==> config.mk <==
export PLATFORM = sky130hd
export DESIGN_NAME = src_ctrl
export DESIGN_NICKNAME = d
export VERILOG_FILES = /design/src/rtl/src_pkg.sv /design/src/rtl/src_ctrl.sv
export VERILOG_INCLUDE_DIRS = /design/src /design/src/rtl
export SDC_FILE = /design/constraint.sdc
export NUM_CORES = 1
export LEC_CHECK = 0
export BUFFER_PORTS_ARGS = -buffer_cell sky130_fd_sc_hd__buf_2
export CAP_MARGIN = 30
export CORE_ASPECT_RATIO = 1.5
export CORE_MARGIN = 2
export CORE_UTILIZATION = 61
export DETAILED_ROUTE_END_ITERATION = 6
export GPL_TIMING_DRIVEN = 0
export PLACE_DENSITY = 0.9
export SYNTH_ARGS = -nofsm -noshare
export SYNTH_HDL_FRONTEND = slang
export SYNTH_SLANG_ARGS = --single-unit
export TNS_END_PERCENT = 30
==> constraint.sdc <==
create_clock -name clk_i -period 3.5 [get_ports clk_i]
set_input_delay 0 -clock clk_i [delete_from_list [all_inputs] [get_ports clk_i]]
set_output_delay 0 -clock clk_i [all_outputs]
set_load 0.05 [all_outputs]
==> src/rtl/src_defs.svh <==
// constants for the starter remote control and history block
`ifndef SRC_DEFS_SVH
`define SRC_DEFS_SVH
// register byte offsets
`define SRC_A_FMT 8'h00
`define SRC_A_BAUD 8'h04
`define SRC_A_ADDR 8'h08
`define SRC_A_RMODE 8'h0c
`define SRC_A_LOCK 8'h10
`define SRC_A_ECLR 8'h14
`define SRC_A_YEAR 8'h18
`define SRC_A_MONTH 8'h1c
`define SRC_A_DAY 8'h20
`define SRC_A_HOUR 8'h24
`define SRC_A_MIN 8'h28
`define SRC_A_SEC 8'h2c
`define SRC_A_F1CODE 8'h30
`define SRC_A_F1TIME 8'h34
`define SRC_A_F1DATE 8'h38
`define SRC_A_F2CODE 8'h3c
`define SRC_A_F2TIME 8'h40
`define SRC_A_F2DATE 8'h44
`define SRC_A_F3CODE 8'h48
`define SRC_A_F3TIME 8'h4c
`define SRC_A_F3DATE 8'h50
`define SRC_A_HRLO 8'h54
`define SRC_A_HRK 8'h58
`define SRC_A_CNLO 8'h5c
`define SRC_A_CNK 8'h60
`define SRC_A_JOGF 8'h64
`define SRC_A_UNLOCK 8'h68
`define SRC_A_STAT 8'h6c
// ranges and defaults
`define SRC_FMT_MAX 2'd2
`define SRC_BAUD_48 2'd0
`define SRC_BAUD_96 2'd1
`define SRC_BAUD_192 2'd2
`define SRC_ADDR_MIN 8'd1
`define SRC_ADDR_MAX 8'd247
`define SRC_LOCK_MAX 10'd999
`define SRC_YEAR_MIN 11'd2000
`define SRC_YEAR_MAX 11'd2047
`define SRC_MONTH_MAX 4'd12
`define SRC_HOUR_MAX 5'd23
`define SRC_MINSEC_MAX 6'd59
`define SRC_FAULT_MAX 6'd57
`define SRC_TENTH_MAX 14'd9999
`define SRC_CNT_MAX 14'd9999
`define SRC_CLK_HZ 40000000
`define SRC_TENTH_HR_S 360
`define SRC_DEF_DAY 5'd1
`endif

==> src/rtl/src_pkg.sv <==
// types for the starter remote control and history block
package src_pkg;
   typedef enum logic [1:0] {
      SRC_IDLE = 2'b00,
      SRC_ACK = 2'b01
   } src_bus_t;
   typedef struct packed {
      logic [5:0] code;
      logic [15:0] tstamp;
      logic [15:0] dstamp;
   } src_fault_t;
endpackage : src_pkg

==> src/rtl/src_ctrl.sv <==
// starter parameter bank, start/stop gating, calendar, fault history and run meters
// Summary of operation
// RL1: format 0 off, 1 eleven-bit parity, 2 ten-bit
// RL2: bit rate 4.8/9.6/19.2k, default 9.6k
// RL3: node address 1..247, default 1, match only
// RL4: host gives every node unique address
// RL5: mode 0 monitors only, ignores serial start/stop
// RL6: modes 1,2 start needs wired and serial
// RL7: modes 1,2 stop on either stop
// RL8: mode 3 remote/local input picks mode 1/0
// RL9: no jog while input is remote/local
// RL10: lock code 0..999, zero means unprotected
// RL11: emergency clear reverts to zero itself
// RL12: clear 1 zeroes thermal and lockouts
// RL13: clear 2 restores defaults, erases history
// RL14: factory restore keeps lock code
// RL15: calendar 2000-2047 with leap years
// RL16: no daylight saving correction
// RL17: three fault entries, code 0..57, stamps; code 0 is not logged
// RL18: stamps hh.mm and mm.dd, empty reads zero
// RL19: run time counts accel, run, decel, jog
// RL20: run count advances at at-speed entry
// RL21: tenth-hours to 999.9, overflow to thousands
// RL22: counts to 9999, overflow to ten-thousands
// RL23: new fault shifts history down one slot
// RL24: out-of-range writes are ignored; only low 8 or 16 data bits are checked, jog function takes bit 0 of any value
//
// Local design decisions: the register offsets and the Wishbone slave port.
`timescale 1ns/100ps
`include "src_defs.svh"
module src_ctrl import src_pkg::*; #(
   parameter int CLK_HZ = `SRC_CLK_HZ,
   parameter int TENTH_HR_S = `SRC_TENTH_HR_S
) (
   // clock and reset
   input wire logic clk_i,
   input wire logic rst_i,
   // wishbone slave
   input wire logic cyc_i,
   input wire logic stb_i,
   input wire logic we_i,
   input wire logic [7:0] adr_i,
   input wire logic [3:0] sel_i,
   input wire logic [31:0] dat_i,
   output logic [31:0] dat_o,
   output logic ack_o,
   // serial frame address check
   input wire logic [7:0] frame_addr_i,
   output logic frame_match_o,
   // start/stop sources
   input wire logic wired_start_i,
   input wire logic wired_stop_i,
   input wire logic jog_pin_i,
   input wire logic serial_start_i,
   input wire logic serial_stop_i,
   // starter state
   input wire logic accel_i,
   input wire logic running_i,
   input wire logic decel_i,
   input wire logic jogging_i,
   input wire logic at_speed_i,
   // fault capture
   input wire logic fault_i,
   input wire logic [5:0] fault_code_i,
   // commands and link setup
   output logic start_cmd_o,
   output logic stop_cmd_o,
   output logic jog_cmd_o,
   output logic comm_enable_o,
   output logic parity_en_o,
   output logic [1:0] link_bit_rate_o,
   output logic emergency_clear_o,
   output logic locked_o
);
   // the product outgrows 32 bits at the default clock, so it is worked out in 64
   localparam longint TICKS_PER_TENTH = longint'(CLK_HZ) * longint'(TENTH_HR_S);
   localparam int SEC_TICKS = CLK_HZ;

   typedef struct packed {
      src_bus_t bus;
      logic [31:0] rdata;
      logic [1:0] comm_format_select;
      logic [1:0] link_bit_rate_select;
      logic [7:0] node_address_setting;
      logic [1:0] remote_control_mode;
      logic [9:0] parameter_lock_code;
      logic unlocked;
      logic [1:0] emergency_clear_cmd;
      logic clear_pulse;
      logic jog_input_function;
      logic [10:0] clock_year;
      logic [3:0] clock_month;
      logic [4:0] clock_day;
      logic [4:0] clock_hour;
      logic [5:0] clock_minute;
      logic [5:0] clock_second;
      logic [31:0] sec_cnt;
      logic [33:0] tenth_cnt;
      src_fault_t [2:0] hist;
      logic [13:0] run_hours_low;
      logic [13:0] run_hours_thousands;
      logic [13:0] run_count_low;
      logic [13:0] run_count_ten_thousands;
      logic at_speed_q;
      logic fault_q;
      logic [2:0] jog_sync;
      logic jog_closed;
   } src_state_t;

   src_state_t s;
   src_state_t next_s;
   logic [4:0] days_in_month;
   logic leap;
   logic remote_on;
   logic wr;
   logic [7:0] d8;
   logic [15:0] d16;

   // months have variable length; every fourth year in range is leap
   always_comb begin
      leap = (s.clock_year[1:0] == 2'd0); // RL15
      case (s.clock_month)
         4'd2: days_in_month = leap ? 5'd29 : 5'd28; // RL15
         4'd4, 4'd6, 4'd9, 4'd11: days_in_month = 5'd30;
         default: days_in_month = 5'd31;
      endcase
   end

   // effective remote mode; mode 3 follows the remote/local input
   always_comb begin
      case (s.remote_control_mode)
         2'd1, 2'd2: remote_on = (s.comm_format_select != 2'd0);
         2'd3: remote_on = (s.comm_format_select != 2'd0) && s.jog_input_function
                           && s.jog_closed; // RL8
         default: remote_on = 1'b0; // RL5
      endcase
   end

   assign start_cmd_o = remote_on ? (wired_start_i && serial_start_i) : wired_start_i; // RL6
   assign stop_cmd_o = remote_on ? (wired_stop_i || serial_stop_i) : wired_stop_i; // RL7
   assign jog_cmd_o = s.jog_input_function ? 1'b0 : s.jog_closed; // RL9
   assign comm_enable_o = (s.comm_format_select != 2'd0); // RL1
   assign parity_en_o = (s.comm_format_select == 2'd1); // RL1
   assign link_bit_rate_o = s.link_bit_rate_select; // RL2
   assign frame_match_o = comm_enable_o && (frame_addr_i == s.node_address_setting); // RL3
   assign emergency_clear_o = s.clear_pulse; // RL12
   assign locked_o = (s.parameter_lock_code != 10'd0) && !s.unlocked; // RL10
   assign ack_o = (s.bus == SRC_ACK);
   assign dat_o = s.rdata;

   always_comb begin
      next_s = s;
      wr = cyc_i && stb_i && we_i && (s.bus == SRC_IDLE) && sel_i[0];
      d8 = dat_i[7:0];
      d16 = dat_i[15:0];
      next_s.bus = (cyc_i && stb_i && s.bus == SRC_IDLE) ? SRC_ACK : SRC_IDLE;
      next_s.clear_pulse = 1'b0;
      next_s.jog_sync = {s.jog_sync[1:0], jog_pin_i};
      if (s.jog_sync[2] == s.jog_sync[1]) begin
         next_s.jog_closed = s.jog_sync[2];
      end
      next_s.at_speed_q = at_speed_i;
      next_s.fault_q = fault_i;

      // calendar, plain local time with no seasonal shift
      if (s.sec_cnt == 32'(SEC_TICKS - 1)) begin
         next_s.sec_cnt = '0;
         next_s.clock_second = s.clock_second + 6'd1; // RL16
         if (s.clock_second == `SRC_MINSEC_MAX) begin
            next_s.clock_second = '0;
            next_s.clock_minute = s.clock_minute + 6'd1;
            if (s.clock_minute == `SRC_MINSEC_MAX) begin
               next_s.clock_minute = '0;
               next_s.clock_hour = s.clock_hour + 5'd1;
               if (s.clock_hour == `SRC_HOUR_MAX) begin
                  next_s.clock_hour = '0; // RL15
                  next_s.clock_day = s.clock_day + 5'd1;
                  if (s.clock_day >= days_in_month) begin
                     next_s.clock_day = `SRC_DEF_DAY;
                     next_s.clock_month = s.clock_month + 4'd1;
                     if (s.clock_month == `SRC_MONTH_MAX) begin
                        next_s.clock_month = 4'd1;
                        next_s.clock_year = (s.clock_year == `SRC_YEAR_MAX) ?
                           `SRC_YEAR_MIN : s.clock_year + 11'd1; // RL15
                     end
                  end
               end
            end
         end
      end else begin
         next_s.sec_cnt = s.sec_cnt + 32'd1;
      end

      // run time in tenth hours while the motor is driven
      if (accel_i || running_i || decel_i || jogging_i) begin // RL19
         if (s.tenth_cnt == 34'(TICKS_PER_TENTH - 1)) begin
            next_s.tenth_cnt = '0;
            if (s.run_hours_low == `SRC_TENTH_MAX) begin
               next_s.run_hours_low = '0; // RL21
               next_s.run_hours_thousands = (s.run_hours_thousands == `SRC_CNT_MAX) ?
                  14'd0 : s.run_hours_thousands + 14'd1; // RL21
            end else begin
               next_s.run_hours_low = s.run_hours_low + 14'd1;
            end
         end else begin
            next_s.tenth_cnt = s.tenth_cnt + 34'd1;
         end
      end

      if (at_speed_i && !s.at_speed_q) begin // RL20
         if (s.run_count_low == `SRC_CNT_MAX) begin
            next_s.run_count_low = '0; // RL22
            next_s.run_count_ten_thousands = (s.run_count_ten_thousands == `SRC_CNT_MAX) ?
               14'd0 : s.run_count_ten_thousands + 14'd1; // RL22
         end else begin
            next_s.run_count_low = s.run_count_low + 14'd1;
         end
      end

      // fault log on rising fault; codes above range are dropped
      if (fault_i && !s.fault_q && fault_code_i <= `SRC_FAULT_MAX
          && fault_code_i != 6'd0) begin // RL17
         next_s.hist[2] = s.hist[1]; // RL23
         next_s.hist[1] = s.hist[0]; // RL23
         next_s.hist[0].code = fault_code_i;
         next_s.hist[0].tstamp = {3'd0, s.clock_hour, 2'd0, s.clock_minute}; // RL18
         next_s.hist[0].dstamp = {4'd0, s.clock_month, 3'd0, s.clock_day}; // RL18
      end

      // software writes; a locked bank only takes the unlock word
      if (wr && adr_i == `SRC_A_UNLOCK) begin
         next_s.unlocked = ({dat_i[9:0]} == s.parameter_lock_code);
      end
      if (wr && !locked_o) begin
         case (adr_i)
            `SRC_A_FMT: if (d8 <= 8'(`SRC_FMT_MAX)) next_s.comm_format_select = d8[1:0]; // RL24
            `SRC_A_BAUD: if (d8 <= 8'(`SRC_BAUD_192)) next_s.link_bit_rate_select = d8[1:0]; // RL24
            `SRC_A_ADDR: if (d8 >= `SRC_ADDR_MIN && d8 <= `SRC_ADDR_MAX)
               next_s.node_address_setting = d8; // RL3
            `SRC_A_RMODE: if (d8 <= 8'd3) next_s.remote_control_mode = d8[1:0]; // RL24
            `SRC_A_LOCK: if (d16 <= 16'(`SRC_LOCK_MAX)) begin
               next_s.parameter_lock_code = d16[9:0]; // RL10
               next_s.unlocked = 1'b0;
            end
            `SRC_A_ECLR: if (d8 <= 8'd2) next_s.emergency_clear_cmd = d8[1:0]; // RL11
            `SRC_A_JOGF: next_s.jog_input_function = d8[0];
            `SRC_A_YEAR: if (d16 >= 16'(`SRC_YEAR_MIN) && d16 <= 16'(`SRC_YEAR_MAX))
               next_s.clock_year = d16[10:0]; // RL24
            `SRC_A_MONTH: if (d8 >= 8'd1 && d8 <= 8'(`SRC_MONTH_MAX))
               next_s.clock_month = d8[3:0]; // RL24
            `SRC_A_DAY: if (d8 >= 8'd1 && d8 <= 8'd31) next_s.clock_day = d8[4:0]; // RL24
            `SRC_A_HOUR: if (d8 <= 8'(`SRC_HOUR_MAX)) next_s.clock_hour = d8[4:0]; // RL24
            `SRC_A_MIN: if (d8 <= 8'(`SRC_MINSEC_MAX)) next_s.clock_minute = d8[5:0]; // RL24
            `SRC_A_SEC: if (d8 <= 8'(`SRC_MINSEC_MAX)) begin
               next_s.clock_second = d8[5:0]; // RL24
               next_s.sec_cnt = '0;
            end
            default: begin
            end
         endcase
      end

      // one-shot clear executes the cycle after it is stored
      case (s.emergency_clear_cmd)
         2'd1: begin
            next_s.clear_pulse = 1'b1; // RL12
            next_s.emergency_clear_cmd = 2'd0; // RL11
         end
         2'd2: begin
            next_s.comm_format_select = 2'd0; // RL13
            next_s.link_bit_rate_select = `SRC_BAUD_96;
            next_s.node_address_setting = `SRC_ADDR_MIN;
            next_s.remote_control_mode = 2'd0;
            next_s.jog_input_function = 1'b0;
            next_s.hist = '0; // RL13
            next_s.emergency_clear_cmd = 2'd0; // RL11
            // lock code deliberately untouched so a reset cannot bypass it
            next_s.parameter_lock_code = s.parameter_lock_code; // RL14
         end
         default: begin
         end
      endcase

      // read mux
      next_s.rdata = '0;
      if (cyc_i && stb_i && !we_i && s.bus == SRC_IDLE) begin
         case (adr_i)
            `SRC_A_FMT: next_s.rdata = 32'(s.comm_format_select);
            `SRC_A_BAUD: next_s.rdata = 32'(s.link_bit_rate_select);
            `SRC_A_ADDR: next_s.rdata = 32'(s.node_address_setting);
            `SRC_A_RMODE: next_s.rdata = 32'(s.remote_control_mode);
            `SRC_A_LOCK: next_s.rdata = 32'(s.parameter_lock_code);
            `SRC_A_ECLR: next_s.rdata = 32'(s.emergency_clear_cmd);
            `SRC_A_YEAR: next_s.rdata = 32'(s.clock_year);
            `SRC_A_MONTH: next_s.rdata = 32'(s.clock_month);
            `SRC_A_DAY: next_s.rdata = 32'(s.clock_day);
            `SRC_A_HOUR: next_s.rdata = 32'(s.clock_hour);
            `SRC_A_MIN: next_s.rdata = 32'(s.clock_minute);
            `SRC_A_SEC: next_s.rdata = 32'(s.clock_second);
            `SRC_A_F1CODE: next_s.rdata = 32'(s.hist[0].code); // RL17
            `SRC_A_F1TIME: next_s.rdata = 32'(s.hist[0].tstamp);
            `SRC_A_F1DATE: next_s.rdata = 32'(s.hist[0].dstamp);
            `SRC_A_F2CODE: next_s.rdata = 32'(s.hist[1].code);
            `SRC_A_F2TIME: next_s.rdata = 32'(s.hist[1].tstamp);
            `SRC_A_F2DATE: next_s.rdata = 32'(s.hist[1].dstamp);
            `SRC_A_F3CODE: next_s.rdata = 32'(s.hist[2].code);
            `SRC_A_F3TIME: next_s.rdata = 32'(s.hist[2].tstamp);
            `SRC_A_F3DATE: next_s.rdata = 32'(s.hist[2].dstamp);
            `SRC_A_HRLO: next_s.rdata = 32'(s.run_hours_low);
            `SRC_A_HRK: next_s.rdata = 32'(s.run_hours_thousands);
            `SRC_A_CNLO: next_s.rdata = 32'(s.run_count_low);
            `SRC_A_CNK: next_s.rdata = 32'(s.run_count_ten_thousands);
            `SRC_A_JOGF: next_s.rdata = 32'(s.jog_input_function);
            `SRC_A_STAT: next_s.rdata = {28'd0, s.jog_closed, remote_on, locked_o,
                                         comm_enable_o};
            default: next_s.rdata = '0;
         endcase
      end
   end

   always_ff @(posedge clk_i) begin
      if (rst_i) begin
         s <= '0;
         s.link_bit_rate_select <= `SRC_BAUD_96; // RL2
         s.node_address_setting <= `SRC_ADDR_MIN; // RL3
         s.clock_year <= `SRC_YEAR_MIN;
         s.clock_month <= 4'd1;
         s.clock_day <= `SRC_DEF_DAY;
      end else begin
         s <= next_s;
      end
   end
endmodule : src_ctrl

==> Yosys cells after proc, flatten, opt, wreduce, memory -nomap -nowiden <==
Cells that the tools add are included.
{ "classes": {"add_sub_neg": 12, "n_lt_le_gt_ge": 13, "n_eq_ne": 53, "n_mux": 41, "bitwise_logic": 2, "reduce_logical": 52} }
{ "op_table": {"columns": ["cell", "n"], "rows": [
  ["14-bit one-hot mux with 27 select lines", 1],
  ["8-bit by 7-bit equality test with 1-bit output, second input constant", 12],
  ["38-bit 2-to-1 mux", 2],
  ["37-bit 2-to-1 mux", 2],
  ["69-bit 2-to-1 mux", 1],
  ["8-bit by 6-bit equality test with 1-bit output, second input constant", 8],
  ["14-bit by 1-bit adder with 14-bit output, second input constant", 4],
  ["14-bit equality test, second input constant", 4],
  ["14-bit 2-to-1 mux", 4],
  ["34-bit by 1-bit adder with 34-bit output, second input constant", 1],
  ["34-bit equality test, second input constant", 1],
  ["34-bit 2-to-1 mux", 1],
  ["11-bit 2-to-1 mux", 3],
  ["32-bit by 1-bit adder with 32-bit output, second input constant", 1],
  ["32-bit by 26-bit equality test with 1-bit output, second input constant", 1],
  ["8-bit by 5-bit equality test with 1-bit output, second input constant", 4],
  ["32-bit 2-to-1 mux", 1],
  ["31-bit 2-to-1 mux", 1],
  ["25-bit 2-to-1 mux", 1],
  ["1-bit logical AND", 22],
  ["20-bit 2-to-1 mux", 1],
  ["5-bit 2-to-1 mux", 4],
  ["3-bit AND reduction", 6],
  ["8-bit by 4-bit equality test with 1-bit output, second input constant", 2],
  ["48 further kinds", 85]
]} }
{ "totals": {"ff_bits": 306, "output_inout_bits": 43, "wordCells": 209} }

==> Logic depth before layout (Yosys ltp) <==
{ "depth": {"word_depth": 12, "depth_mapped": 12} }

==> Worst setup path after synthesis <==
Ideal clock, no wire load.
{ "synth_timing": {"path_kind": "reg2reg", "startpoint": "reg s[202] (netlist name)", "endpoint": "reg s[40] (netlist name)", "arrival_ps": 2575, "slack_ps": 800, "path_stages_with_launch": 8, "path_buffers": 1, "path_cell_list": "dfxtp_1 -> or4b_1 -> or4_4 -> or4_4 -> or2_4 -> buf_6 -> o211ai_2 -> o41ai_2"} }
{ "synth_between": {"elab_chain_cells": 2} }
{ "synth_lines": {"columns": ["element", "line_no", "rtl"], "rows": [
  ["from (decl)", "src_ctrl.sv:110", "src_state_t s;"],
  ["from (signal assigned)", "src_ctrl.sv:330", "s <= next_s;"],
  ["34-bit equality test", "src_ctrl.sv:196", "if (s.tenth_cnt == 34'(TICKS_PER_TENTH - 1)) begin"],
  ["3-bit AND reduction (no line)", null, null]
]} }
No other way between the ends.
A chain may end at the register's enable or synchronous reset.

==> Final worst setup path <==
{ "layout_timing": {"startpoint": "reg s[264] (netlist name)", "endpoint": "reg s[269] (netlist name)"} }
{ "layout_between": {"elab_chain_cells": 12, "elab_cells_between_ends": 18, "classes_between": "order compare (1); eq/ne (6); mux (10); reduce/logical (1)"} }
{ "layout_lines": {"columns": ["element", "line_no", "rtl"], "rows": [
  ["4-bit by 3-bit equality test with 1-bit output or 4-bit equality test (tied branches)", "src_ctrl.sv:122", "case (s.clock_month)"],
  ["4-bit OR reduction", "src_ctrl.sv:122", null],
  ["2-bit one-hot mux with 2 select lines", "src_ctrl.sv:122", null],
  ["5-bit >= comparator", "src_ctrl.sv:178", "if (s.clock_day >= days_in_month) begin"],
  ["20-bit 2-to-1 mux (*)", "src_ctrl.sv:178", null],
  ["25-bit 2-to-1 mux (*)", "src_ctrl.sv:175", "if (s.clock_hour == `SRC_HOUR_MAX) begin"],
  ["31-bit 2-to-1 mux (*)", "src_ctrl.sv:172", "if (s.clock_minute == `SRC_MINSEC_MAX) begin"],
  ["37-bit 2-to-1 mux (*)", "src_ctrl.sv:169", "if (s.clock_second == `SRC_MINSEC_MAX) begin"],
  ["37-bit 2-to-1 mux (*)", "src_ctrl.sv:166", "if (s.sec_cnt == 32'(SEC_TICKS - 1)) begin"],
  ["11-bit 2-to-1 mux", "src_ctrl.sv:247", "`SRC_A_YEAR: if (d16 >= 16'(`SRC_YEAR_MIN) && d16 <= 16'(`SRC_YEAR_MAX))"],
  ["11-bit 2-to-1 mux", "src_ctrl.sv:235", "case (adr_i)"],
  ["69-bit 2-to-1 mux (*)", "src_ctrl.sv:234", "if (wr && !locked_o) begin"]
]} }
Every way passes the cells marked *; elsewhere a longest branch is shown, timed or not.

==> metrics <==
main combinational cell family by area after synthesis=simple AND/OR/NAND/NOR gates; Net Sw Frac=0.241; share of the synthesized area in the top cell type=0.388; LEAKAGE=approximately 0.0061 µW; WL/cell=24.5 µm; Gate power share=0.072; failing checks=design-rule violations; simple-gate share of the synthesized area=0.273; drt via density=~6.6; Rel. slew slack=0.246; # IOs=117; non-filler cells, final=around 2,300; Worst VDD drop=slightly above 400 µV; Flop pwr share=0.463; Worst Path Arrival=3740 ps; # diodes=0; Synth Warn #=0; Switch Pwr=1730 µW; routability cong.=~1.1; Pwr per Cell Area=approximately 420 mW/mm²; Total Power Consumption=slightly above 7000 µW; worst skew pair latency=between 500 and 600 ps; antenna viol nets, final=0; asr flop ratio synth=0; Fmax achieved=around 310 MHz; Post-synth top cells=287 x dfxtp_1, 250 x nand2_1, 223 x nor2_1; Via Count=about 15,000; Worst Hold Class=primary input to flop; skew final=22.2 ps; Final period util=0.929; CTS tree=built; Clock Power Share=0.465; ys flop type=dfxtp_1; Setup violations, final=0; Avg Cell Area, Syn=~8.1 µm²; EDFF count, synth=0; WHS=about 16 ps; Post-DP HPWL=41.8 mm; Initial Utilization=0.624; final hold vios=0; die area=between 0.02 and 0.03 mm²; post-synthesis sequential area ratio=0.388; Setup Crit Path Kind=flop to flop; CTS root buf=clkbuf_16; CP Launch Type=flop; clock buffer depth=3; xor/xnor share of the synthesized area=0.0710; worst path required time=3990 ps; CP endpoint kind=flop; die width=about 130 µm; fin. max-slew vios=0; crit-path max FO=8; total global-route track usage=0.437; Synth Instances=between 1,500 and 2,000; CTS H-tree lvls=1; Cell Area, Synth=between 0.01 and 0.015 mm²; Core Region=0.0237 mm²; Initial DRC Count=2,019; Synth area leaders=dfxtp_1 39%, nand2_1 6.3%, nor2_1 5.7%, a21oi_1 4.5%, xor2_1 4.3%; Tmin final=roughly 3200 ps; DRT Pass-1 Iters=7; Core Rows=between 60 and 70; CTS Sinks=~290; Port Buffer Count=73; drt drc=8; die height=roughly 200 µm; placed insts=roughly 2,300; status=complete, but fails checks; Pint=5460 µW; most frequent cell after synthesis=dfxtp_1; mux share of post-synthesis cell area=0.0415; compound-cell area share of the yosys netlist=0.155; global-route wire length before repair=~87 mm; RSZ-0062 raised after global routing=no; Setup WS post-layout=between 200 and 300 ps; CTS buffer count=28; Yosys reg bits=287; worst slew pin tran=~1100 ps; Post-CTS Setup Repair Bufs=0; share of cells above drive strength 1=0.102; GR Overflow Total=0; Routed WL=between 50 and 60 mm; maxcap violations=0; Clock transition at path regs=70 ps; initial antenna violation count=2; largest net degree at the start of global routing=15; Area growth syn-to-layout=14.6%; fin nets=roughly 2,100; vias in the first global route=roughly 15,000; Synth Area in Adders=0.0169; Distinct cells, synth=85; Place WS=approximately 160 ps; Yosys top cell by area=dfxtp_1
layout make-up:
cell class                      count  area [µm²]
Fill cell                        1811        6760
Clock buffer                       42         845
Clock inverter                      8         168
Inverter                           31         116
Buffer                            138         682
Sequential cell                   287        5750
Multi-Input combinational cell   1400        8350
Timing Repair Buffer              106         669
Tap cell                          319         399
registers in the layout, summed over array words and instances, names as in the netlist:
register / flops
dat_o: 14
emergency_clear_o: 1
link_bit_rate_o: 2
next_s: 2
s: 268
placed cells by master, fill, tap and decap left out, types with 8 or more instances in the layout:
cell type / netlist / routed
a222oi_1: 12 / 12
or4_1: 8 / 8
nor3_1: 56 / 55
xor2_1: 73 / 73
o21ai_0: 47 / 47
nor2b_1: 23 / 23
buf_1: 10 / 10
xnor2_1: 47 / 47
buf_4: 34 / 35
dfxtp_1: 287 / 287
conb_1: 1 / 18
nand3_1: 83 / 83
clkbuf_1: 85 / 91
inv_1: 30 / 30
mux2i_1: 49 / 49
ha_1: 20 / 20
nand4_1: 48 / 48
a22oi_1: 21 / 21
clkbuf_16: 0 / 29
and4_1: 13 / 13
a31oi_1: 15 / 15
and3_1: 38 / 38
a211oi_1: 20 / 20
nand2_1: 250 / 250
nor4b_1: 14 / 13
dlygate4sd3_1: 0 / 26
nor2_1: 223 / 223
a22o_1: 10 / 10
buf_2: 4 / 82
or3_1: 12 / 12
a221oi_1: 10 / 10
a21oi_1: 133 / 133
nor4_1: 26 / 25
timing repair:
action / 4_1_cts / 5_1_grt
endpoints found under the setup margin: 0 / 1
hold buffers: 26 / 0
resized for setup: 0 / 1
endpoints found under the hold margin: 26 / 0
power by group through the flow:
stage	clock network (µW)	logic (µW)	registers, µW
finish	3340	521	3320
global placement	0	465	3390
CTS	3340	495	3320
global route	3480	538	3320
floorplan	0	293	3380
detailed placement	0	469	3390
through the flow:
step / cell area [µm²] / util / TNS (ps)
finish: 17000 / 0.715 / 0
global placement: 15600 / 0.659 / -147
detailed placement: 15700 / 0.661 / 0
CTS: 17000 / 0.715 / 0
global route: 17000 / 0.715 / 0
floorplan: 14900 / - / 0
kinds of logic (layout without fill, tap and decap cells):
group	Yosys count	after routing
AND/OR/NAND/NOR	837	837
buffers and inverters	169	325
multiplexers	58	58
AO/OA/AOI/OAI	347	347
other	1	18
adder cells (fa/ha/maj)	20	20
XOR/XNOR	120	120
flip-flops	287	287
worst max-delay path, cell delays in order, from the launching register on:
cell and delay (ps):
dfxtp_1 640, inv_1 170, ha_1 260, o21ai_0 160
o21ai_0 100, o21ai_0 180, ha_1 140, nand2b_1 110
a21o_1 140, nand3_1 280, nor3_4 440, mux2_2 390
a21oi_1 170
metal layers:
layer | up-vias | wire length (µm) | global-route usage
met5 | - | 14 | 0
met4 | 2 | 5570 | 0.370
met3 | 341 | 5340 | 0.0835
met2 | 965 | 27000 | 0.737
met1 | 7314 | 19300 | 0.473
li1 | 6832 | - | -
worst paths after layout:
kind / to / cells past startpoint / from / slack, ps
setup / recovery: s[269] / 12 / s[264] / 250
hold / removal: s[306] / 3 / dat_i[0] / 20
hold reg to reg: next_s[3] / 1 / next_s[2] / 450
setup reg to reg: s[269] / 12 / s[264] / 250
(Power assumes the default switching activity.)
